$ cat config.mk
export PLATFORM = sky130hd
export DESIGN_NAME = rsd_host_end_flat
export DESIGN_NICKNAME = d
export VERILOG_FILES = /design/src/core/rsd_pkg.sv /design/src/core/rsd_link_if.sv /design/src/core/rsd_host_end.sv /design/src/flat_wrapper.sv
export SDC_FILE = /design/constraint.sdc
export NUM_CORES = 1
export LEC_CHECK = 0
export ABC_AREA = 1
export BUFFER_PORTS_ARGS = -buffer_cell sky130_fd_sc_hd__buf_4
export CORE_MARGIN = 2
export CORE_UTILIZATION = 45
export DETAILED_ROUTE_END_ITERATION = 8
export HOLD_SLACK_MARGIN = 0.1
export PLACE_DENSITY = 0.69
export RECOVER_POWER = 100
export SLEW_MARGIN = 20
export SYNTH_ARGS = -nofsm -noshare
export SYNTH_HDL_FRONTEND = slang
export SYNTH_HIERARCHICAL = 1
export SYNTH_SLANG_ARGS = --single-unit
$ cat constraint.sdc
create_clock -name ref_clk -period 5.2 [get_ports ref_clk]
set_clock_uncertainty 0.05 [all_clocks]
set_input_delay 0.52 -clock ref_clk [delete_from_list [all_inputs] [get_ports ref_clk]]
set_output_delay 0.52 -clock ref_clk [all_outputs]
set_load 0.02 [all_outputs]
$ cat src/core/rsd_pkg.sv
// Purpose: shared constants and types for the remote serial display link
// Assumes: one 20 MHz system clock on both ends
// Notes: all counts are in ref_clk cycles unless named otherwise
package rsd_pkg;

  // ******************************
  // clock and link timing
  // ******************************
  localparam int CLK_NS = 50;
  localparam int ENTRY_CLK_NS = 400;
  localparam int ENTRY_DIV = (ENTRY_CLK_NS + CLK_NS - 1) / CLK_NS;
  localparam int ENTRY_HALF = ENTRY_DIV / 2;
  localparam int DISP_CLK_NS = 1000;
  localparam int DISP_DIV = (DISP_CLK_NS + CLK_NS - 1) / CLK_NS;

  // ******************************
  // frame geometry
  // ******************************
  localparam int CODE_BITS = 5;
  localparam int COLUMNS = 5;
  localparam int ROWS_PER_CHAR = 7;
  localparam int CHARS_PER_PKG = 4;
  localparam int PKG_BITS = ROWS_PER_CHAR * CHARS_PER_PKG;
  localparam int DEF_PACKAGES = 1;

  // ******************************
  // refresh timing
  // ******************************
  // display time is SHOW_RATIO times the shift time of a column: 7/8 lit share
  localparam int SHOW_RATIO = 7;
  localparam int DUTY_MAX_PCT = 20;
  localparam int REFRESH_MIN_HZ = 100;
  localparam int BUF_DEPTH = 2;

  // ******************************
  // state types
  // ******************************
  typedef enum logic [1:0] {
    ST_SHIFT = 2'b00,
    ST_SHOW = 2'b01,
    ST_LOAD = 2'b10
  } rsd_dev_state_type;

  typedef enum logic [1:0] {
    H_IDLE = 2'b00,
    H_REQ = 2'b01,
    H_SHIFT = 2'b10,
    H_END = 2'b11
  } rsd_host_state_type;

endpackage : rsd_pkg

$ cat src/core/rsd_link_if.sv
// Purpose: wires between the sending host and the display end
// Assumes: every signal is a plain one-way level
// Notes: the host makes the entry clock; the display end samples it
`timescale 1ns/10ps
interface rsd_link_if;
  // active low load request, host to display
  logic loadDataN;
  // entry clock, host to display
  logic entryClk;
  // serial frame bit, host to display
  logic serData;
  // active low ready, display to host
  logic readyN;

  modport dev_mp (
    input loadDataN,
    input entryClk,
    input serData,
    output readyN
  );

  modport host_mp (
    output loadDataN,
    output entryClk,
    output serData,
    input readyN
  );
endinterface : rsd_link_if

$ cat src/core/rsd_host_end.sv
// Purpose: host end: buffers user bits and sends them as one load frame
// Assumes: user supplies bits in frame order, column code first per subset
// Notes: entry clock is made here by a divider and driven out
`timescale 1ns/10ps

// two-entry style buffer; depth and width shape the storage
module rsd_buf #(
  parameter int WIDTH = 1,
  parameter int DEPTH = rsd_pkg::BUF_DEPTH
) (
  // clock and reset
  input wire logic clk,
  input wire logic nrst,
  // fill side
  input wire logic inValid,
  output logic inReady,
  input wire logic [WIDTH-1:0] inData,
  // drain side
  output logic outValid,
  input wire logic outReady,
  output logic [WIDTH-1:0] outData
);
  localparam int PW = (DEPTH > 1) ? $clog2(DEPTH) : 1;
  localparam int CW = $clog2(DEPTH + 1);

  logic [WIDTH-1:0] mem [DEPTH];
  logic [PW-1:0] wrPtr;
  logic [PW-1:0] rdPtr;
  logic [CW-1:0] count;
  logic [PW-1:0] next_wrPtr;
  logic [PW-1:0] next_rdPtr;
  logic [CW-1:0] next_count;
  logic push;
  logic pop;

  assign inReady = (count != CW'(DEPTH));
  assign outValid = (count != '0);
  assign outData = mem[rdPtr];
  assign push = inValid & inReady;
  assign pop = outValid & outReady;

  always_comb begin
    next_wrPtr = wrPtr;
    next_rdPtr = rdPtr;
    if (push) begin
      next_wrPtr = (wrPtr == PW'(DEPTH - 1)) ? '0 : wrPtr + PW'(1);
    end
    if (pop) begin
      next_rdPtr = (rdPtr == PW'(DEPTH - 1)) ? '0 : rdPtr + PW'(1);
    end
    next_count = count + CW'(push) - CW'(pop);
  end

  always_ff @(posedge clk or negedge nrst) begin
    if (!nrst) begin
      wrPtr <= '0;
      rdPtr <= '0;
      count <= '0;
      for (int i = 0; i < DEPTH; i++) begin
        mem[i] <= '0;
      end
    end else begin
      wrPtr <= next_wrPtr;
      rdPtr <= next_rdPtr;
      count <= next_count;
      if (push) begin
        mem[wrPtr] <= inData;
      end
    end
  end
endmodule : rsd_buf

module rsd_host_end #(
  parameter int PACKAGES = rsd_pkg::DEF_PACKAGES,
  parameter int DEPTH = rsd_pkg::BUF_DEPTH
) (
  // clock and reset
  input wire logic ref_clk,
  input wire logic nrst,
  // user bit stream
  input wire logic bitValid,
  input wire logic bitData,
  output logic bitReady,
  // status
  output logic busy,
  output logic codeErr,
  // link to display
  rsd_link_if.host_mp link
);
  import rsd_pkg::*;

  localparam int SUB = PKG_BITS * PACKAGES + CODE_BITS;
  localparam int TOTAL = COLUMNS * SUB;
  localparam int BW = $clog2(TOTAL + 1);
  localparam int SW = $clog2(SUB);
  localparam int PW = $clog2(ENTRY_DIV);

  // ******************************
  // buffer and ready sync
  // ******************************
  logic popValid;
  logic popReady;
  logic popData;
  logic [1:0] readySync;
  logic devReady;

  rsd_buf #(.WIDTH(1), .DEPTH(DEPTH)) u_buf (
    .clk(ref_clk),
    .nrst(nrst),
    .inValid(bitValid),
    .inReady(bitReady),
    .inData(bitData),
    .outValid(popValid),
    .outReady(popReady),
    .outData(popData)
  );

  always_ff @(posedge ref_clk or negedge nrst) begin
    if (!nrst) begin
      readySync <= 2'h3;
    end else begin
      readySync <= {readySync[0], link.readyN};
    end
  end
  assign devReady = ~readySync[1];

  // ******************************
  // frame sender
  // ******************************
  rsd_host_state_type state;
  rsd_host_state_type next_state;
  logic loadN;
  logic next_loadN;
  logic eclk;
  logic next_eclk;
  logic sdata;
  logic next_sdata;
  logic [PW-1:0] phase;
  logic [PW-1:0] next_phase;
  logic [BW-1:0] bitCnt;
  logic [BW-1:0] next_bitCnt;
  logic [SW-1:0] subCnt;
  logic [SW-1:0] next_subCnt;
  logic [2:0] ones;
  logic [2:0] next_ones;
  logic next_codeErr;

  always_comb begin
    next_state = state;
    next_loadN = loadN;
    next_eclk = eclk;
    next_sdata = sdata;
    next_phase = phase;
    next_bitCnt = bitCnt;
    next_subCnt = subCnt;
    next_ones = ones;
    next_codeErr = 1'b0;
    popReady = 1'b0;
    case (state)
      H_IDLE: begin
        if (popValid) begin
          next_loadN = 1'b0;
          next_state = H_REQ;
        end
      end
      H_REQ: begin
        next_phase = '0;
        next_bitCnt = '0;
        next_subCnt = '0;
        next_ones = '0;
        if (devReady) begin
          next_state = H_SHIFT;
        end
      end
      H_SHIFT: begin
        if (phase == '0) begin
          if (bitCnt == BW'(TOTAL)) begin
            next_loadN = 1'b1;
            next_state = H_END;
          end else if (popValid) begin
            // an empty buffer simply stretches the entry clock low time
            popReady = 1'b1;
            next_sdata = popData;
            next_eclk = 1'b1;
            next_phase = PW'(1);
            next_subCnt = (subCnt == SW'(SUB - 1)) ? '0 : subCnt + SW'(1);
            if (subCnt < SW'(CODE_BITS)) begin
              next_ones = (subCnt == '0) ? 3'(popData) : ones + 3'(popData);
            end
            if ((subCnt == SW'(CODE_BITS - 1)) && ((ones + 3'(popData)) != 3'h1)) begin
              next_codeErr = 1'b1;
            end
          end
        end else begin
          next_phase = (phase == PW'(ENTRY_DIV - 1)) ? '0 : phase + PW'(1);
          if (next_phase == PW'(ENTRY_HALF)) begin
            // data held steady across the falling edge the display samples
            next_eclk = 1'b0;
            next_bitCnt = bitCnt + BW'(1);
          end
        end
      end
      H_END: begin
        if (!devReady) begin
          next_state = H_IDLE;
        end
      end
      default: begin
        next_state = H_IDLE;
      end
    endcase
  end

  always_ff @(posedge ref_clk or negedge nrst) begin
    if (!nrst) begin
      state <= H_IDLE;
      loadN <= 1'b1;
      eclk <= 1'b0;
      sdata <= 1'b0;
      phase <= '0;
      bitCnt <= '0;
      subCnt <= '0;
      ones <= '0;
      codeErr <= 1'b0;
    end else begin
      state <= next_state;
      loadN <= next_loadN;
      eclk <= next_eclk;
      sdata <= next_sdata;
      phase <= next_phase;
      bitCnt <= next_bitCnt;
      subCnt <= next_subCnt;
      ones <= next_ones;
      codeErr <= next_codeErr;
    end
  end

  assign link.loadDataN = loadN;
  assign link.entryClk = eclk;
  assign link.serData = sdata;
  assign busy = (state != H_IDLE);

endmodule : rsd_host_end

$ cat src/flat_wrapper.sv
// flat-port wrapper written by rule: the top's interface ports become plain ports
module rsd_host_end_flat import rsd_pkg::*;
#(
  parameter int PACKAGES = rsd_pkg::DEF_PACKAGES,
  parameter int DEPTH = rsd_pkg::BUF_DEPTH
)
  (ref_clk, nrst, bitValid, bitData, bitReady, busy, codeErr, link_loadDataN, link_entryClk, link_serData, link_readyN);
  rsd_link_if link_i ();
  input wire logic ref_clk;
  input wire logic nrst;
  input wire logic bitValid;
  input wire logic bitData;
  output logic bitReady;
  output logic busy;
  output logic codeErr;
  output wire logic [$bits(link_i.loadDataN)-1:0] link_loadDataN;
  output wire logic [$bits(link_i.entryClk)-1:0] link_entryClk;
  output wire logic [$bits(link_i.serData)-1:0] link_serData;
  input wire logic [$bits(link_i.readyN)-1:0] link_readyN;
  assign link_loadDataN = link_i.loadDataN;
  assign link_entryClk = link_i.entryClk;
  assign link_serData = link_i.serData;
  assign link_i.readyN = link_readyN;
  rsd_host_end #(.PACKAGES(PACKAGES), .DEPTH(DEPTH)) u_core (.ref_clk(ref_clk), .nrst(nrst), .bitValid(bitValid), .bitData(bitData), .bitReady(bitReady), .busy(busy), .codeErr(codeErr), .link(link_i));
endmodule
* After elaboration in Yosys (flattened, before gate mapping)
Index checks and enable logic that the tools add are counted.
Cells by class: reduce and logical (&&, ||, !) cells 18, $add $sub $neg 8, order comparisons 4, bitwise operators 5, equality and inequality tests 24, mux-type cells 50
Operator list (count):
- 3-bit 2-to-1 mux | 9
- 6-bit 2-to-1 mux | 4
- 1-bit 2-to-1 mux | 22
- 8-bit 2-to-1 mux | 2
- 2-bit inequality test (second input constant) | 8
- 8-bit one-hot mux with 2 select lines | 1
- 4-bit AND reduction | 4
- 3-bit one-hot mux with 2 select lines | 2
- 6-bit one-hot mux with 2 select lines | 1
- 2-bit 2-to-1 mux | 5
- 2-bit by 1-bit inequality test with 1-bit output (second input constant) | 5
- 5-bit AND reduction | 2
- 2-bit nonzero test | 5
- 8-bit by 1-bit adder with 8-bit output (second input constant) | 1
- 8-bit == test (second input constant) | 1
- 2-bit one-hot mux with 4 select lines | 1
- 6-bit by 1-bit adder with 6-bit output (second input constant) | 1
- 3-bit == test (second input constant) | 2
- 6-bit by 3-bit == test with 1-bit output (second input constant) | 1
- 6-bit == test (second input constant) | 1
- 6-bit zero test | 1
- 6-bit by 3-bit less-than comparator with 1-bit output (second input constant) | 1
- 3-bit inequality test (second input constant) | 2
- 3-bit AND reduction | 2
- other kinds (19) | 25
Storage, ports and cells: output and inout port bits 6, word-level logic and storage cells 124, input bits 5, register bits 34

* Longest topological paths before layout
depth in word-level cells 12, depth in mapped cells 15, mapped depth without buffers 15

* Modules after synthesis
Netlist, hierarchy kept.
By module, submodules not included:
- rsd_host_end | cells each 241, sequential area each 704.4 um^2, area an instance 1858.0 um^2, times used 1
- rsd_buf | cells each 42, sequential area each 150.1 um^2, area an instance 325.3 um^2, times used 1

* Worst setup path before layout
OpenSTA, ideal clock, no wires.
path kind register -> register, from reg u_core.bitCnt[1], to reg u_core.u_buf.count[1], stages on the path, launching flop included 16, arrival 1846 ps, buffers on the path 0, required time 5034 ps, setup slack 3188 ps, clock period less this slack 2012 ps, library setup time 116 ps, cells stage by stage dfrtp_1 > inv_1 > ha_1 > nand3_1 > nor2_8 > nor2_1 > nand3_1 > inv_1 > nand2_1 > inv_1 > ha_1 > inv_1 > ha_1 > inv_1 > nand2_1 > nand2_1
Between the ends: longest elaborated chain between the ends 6
Ends and longest elaborated chain:
- from (decl) | RTL line rsd_host_end.sv:140 | logic [BW-1:0] bitCnt;
- from (signal assigned) | RTL line rsd_host_end.sv:231 | bitCnt <= next_bitCnt;
- 8-bit == test | RTL line rsd_host_end.sv:177 | if (bitCnt == BW'(TOTAL)) begin
- 1-bit 2-to-1 mux | RTL line rsd_host_end.sv:177
- 1-bit 2-to-1 mux | RTL line rsd_host_end.sv:176 | if (phase == '0) begin
- 1-bit 2-to-1 mux | RTL line rsd_host_end.sv:159 | case (state)
- via u_core.popReady | RTL line rsd_host_end.sv:102 | logic popReady;
- 1-bit AND | RTL line rsd_host_end.sv:40 | assign pop = outValid & outReady;
- via u_core.u_buf.pop | RTL line rsd_host_end.sv:34 | logic pop;
- 2-bit by 1-bit subtractor with 2-bit output | RTL line rsd_host_end.sv:51 | next_count = count + CW'(push) - CW'(pop);
- via u_core.u_buf.next_count[1] | RTL line rsd_host_end.sv:32 | logic [CW-1:0] next_count;
- to (signal assigned) | RTL line rsd_host_end.sv:65 | count <= next_count;
- to (decl) | RTL line rsd_host_end.sv:29 | logic [CW-1:0] count;
The timed path passes the listed nets, and every way through them passes these cells. A chain may end at the register's enable or synchronous reset.

* Worst setup path after layout
from reg u_core.state[0], to reg u_core.bitCnt[7]
Between the ends: longest elaborated chain between the ends 3, elaborated cells between the ends (all ways) 7, those cells by class eq/ne: 4; mux: 1; reduce/logical: 2
Ends and longest elaborated chain:
- from (decl) | RTL line rsd_host_end.sv:130 | rsd_host_state_type state;
- from (signal assigned) | RTL line rsd_host_end.sv:226 | state <= next_state;
- 2-bit == test / 2-bit by 1-bit == test with 1-bit output (equally long branches) | RTL line rsd_host_end.sv:159
- 2-bit inequality test (no source line) (tied with other cells)
- 3-bit AND reduction (no source line)
Parallel ways exist; a longest one is shown, timed or not.

==> results.cfg <==
[grt]
gr-total-overflow = 0
grt_max_degree = 35
gr-usage-all-layers_pct = 17.1
grt_first_pass_wirelength_um = 7060
grt_pass1_vias = 1623
antenna_found_initial = 0

[sta]
worst_slack_ns = 2.55
max_slew.worst_pin.slew_ns = 1.81
finalSetupTns_ns = 0
finalHoldViolCount = 0
rsz0062_at_grt = false
max_clock_freq_mhz = 378
setup_violations = 0
slew_viol_final = 35
relSlewSlack_pct = -20.5
fin_hold_ws_ns = 0.287
fin_crit_ns = 2.65
period_share_pct = 50.9

[setup_path]
critPathCapture = u_core/bitCnt[7]
r2r_cells = 6
crit_type = reg2reg
crit_arrival_ns = 2.82
crit_path_max_fanout = 18
r2r_slack_ns = 2.55
crit_path_end_kind = register
regToRegEndpoint = u_core/bitCnt[7]
worstPathRequired_ns = 5.38
r2r-start = u_core/state[0]
critPathLaunch = u_core/state[0]
startpoint_type = register

[logic_synthesis]
seq_area_frac_synth_pct = 39.1
synth_top_area_share_pct = 35.5
synth_area_leaders = dfrtp_1 (36%), nand2_1 (15%), ha_1 (9.2%), nand3_1 (5.5%), inv_1 (5.3%)
synth_top_area_cell = dfrtp_1
synth.cell_area_um2 = 2180
yosysUniqueCellTypes = 30
syn_area_per_cell_um2 = 7.71
syn-num-nets = 304
synth_warnings = 6
synth_cells = 283
ys_ff_latch = 34

[floorplan]
die_h_um = 73.7
boundaryPins = 11
start_util_pct = 46.5
fp.coreArea_um2 = 4690
die_area_um2 = 5430
die_w_um = 73.7
num_rows = 25

[clock_network]
cts.path.max_buffers = 2
cts.clk_slew.worst_paths_ns = 0.07
clk_latency_ns = 0.29
cts_root_buf = clkbuf_8
postCtsHoldBufs = 0
htreeDepth = 2
clkSinkCount = 34
post-cts-setup-buffers = 0
cts_tree = built
ctsResizeCount = 0
cts_buffers = 5

[place]
dpl_cell_area_um2 = 2300
port_buffers = 10
gp_congestion = 0.813
dp_hpwl_um = 2960
place_ws_ns = 2.87

[cells_and_area]
fillers = 459
nNetsFinal = 318
area_growth_pct = 6.48
antennaDiodeCount = 0
drive_above_1_share_pct = 10.7
design_area_um2 = 2320

[detailed_routing]
drc = 0
via_per_inst = 4.89
drt_iter0_drc = 130
totalWireLength_um = 3950
wl_per_cell_um = 11.2
ant_nets = 0
vias = 1721
drt-pass1-iter-count = 4

[power]
swShare_pct = 47.1
powerDensity_nw_per_um2 = 486
p_seq_share_pct = 33.7
p_leak_uw = 0.00125
ir_worst_vdd_uv = 263
p_sw_uw = 531
p_int_uw = 598
p_comb_share_pct = 48.3
total_power_uw = 1130
clock_power_share_pct = 18.0

[worst_hold_path]
min_path_cells = 1
hp-class = in2reg

[outcome]
outcome = finished with violations
violations = capacitance limit, slew limit

[flow_run]
maxCapViolCount = 1
sequential cells by signal, summed over array words and instances (netlist names):
name,count
u_core/link.loadDataN,1
u_core/state,2
u_core/u_buf/count,2
u_core/subCnt,6
u_core/u_buf/mem,2
u_core/phase,3
u_core/link.serData,1
u_core/codeErr,1
u_core/u_buf/rdPtr,1
u_core/bitCnt,8
u_core/ones,3
u_core/readySync,2
u_core/u_buf/wrPtr,1
u_core/link.entryClk,1
power by group through the flow:
stage	registers [µW]	clock network [µW]	logic, µW
3_5_place_dp	388	0	627
2_1_floorplan	383	0	492
5_1_grt	389	227	632
6_report	381	203	545
4_1_cts	383	215	629
3_3_place_gp	385	0	618
cell usage after synthesis:
cell,instances
clkinv_1,1
nand3b_1,1
xor2_1,5
nor2_8,1
nor2_1,23
inv_6,1
dfrtp_1,31
nand2_4,2
o22a_1,1
o21bai_1,2
nor2_4,1
inv_1,31
inv_2,3
nor2_2,1
o21ai_1,5
o21ai_0,5
nand2_1,90
o21ai_2,3
xnor2_1,1
nand2_2,11
ha_1,16
nand3_1,24
nand3_2,3
buf_2,2
nand2_8,1
or2_2,1
nand4_1,10
buf_6,1
dfstp_2,3
a21oi_1,3
logic make-up after synthesis:
logic type	synth area share, %
simple gates	36.6
buf+inv	7.39
flops	39.1
compound gates	5.27
fa+ha+maj	9.17
xor+xnor	2.41
metal layers:
| layer | routed length (µm) | share of wire, % | track usage [%] |
|---|---|---|---|
| met5 | 0 | 0 | 0 |
| met4 | 48 | 1.2 | 7.07 |
| met3 | 87 | 2.2 | 4.53 |
| met2 | 1830 | 46 | 27.0 |
| met1 | 1990 | 50 | 22.2 |
worst min path at each step:
stage	start	to	slack, ns
6_report	link_readyN	u_core/readySync[0]	0.29
5_1_grt	link_readyN	u_core/readySync[0]	0.26
4_1_cts	nrst	u_core/codeErr	0.13
3_5_place_dp	u_core/readySync[0]	u_core/readySync[1]	0.30
3_3_place_gp	u_core/readySync[0]	u_core/readySync[1]	0.30
2_1_floorplan	nrst	u_core/bitCnt[0]	0.17
final cells by class:
cell class	instances	area [µm²]	share of cell area, %
Timing Repair Buffer	10	52.6	2.26
Sequential cell	34	855	36.8
Tap cell	54	67.6	2.91
Clock inverter	2	12.5	0.538
Clock buffer	6	82.6	3.55
Inverter	36	136	5.87
Multi-Input combinational cell	210	1120	48.1
worst max-delay path, stage by stage, from the launching register on:
cell	delay, ns
dfrtp_1	0.41
inv_1	0.09
ha_1	0.58
inv_1	0.43
o21ai_0	0.82
nand2_1	0.10
nand2_1	0.10
cell usage in the layout, fill, tap and decap left out, types with 5 or more instances in the layout:
master	count
nand4_1	10
inv_1	32
nor2_1	24
ha_1	16
xor2_1	5
clkbuf_8	6
clkbuf_1	6
nand3_1	26
o21ai_0	10
nand2_1	94
dfrtp_1	31
nand2_2	8
per-stage QoR:
| step | util [%] | cells |
|---|---|---|
| after floorplan | - | 283 |
| after global placement | 49.1 | 344 |
| after detailed placement | 49.1 | 344 |
| after CTS | 51.1 | 352 |
| after global routing | 49.5 | 352 |
| final | 49.5 | 352 |
(Power assumes the default switching activity.)
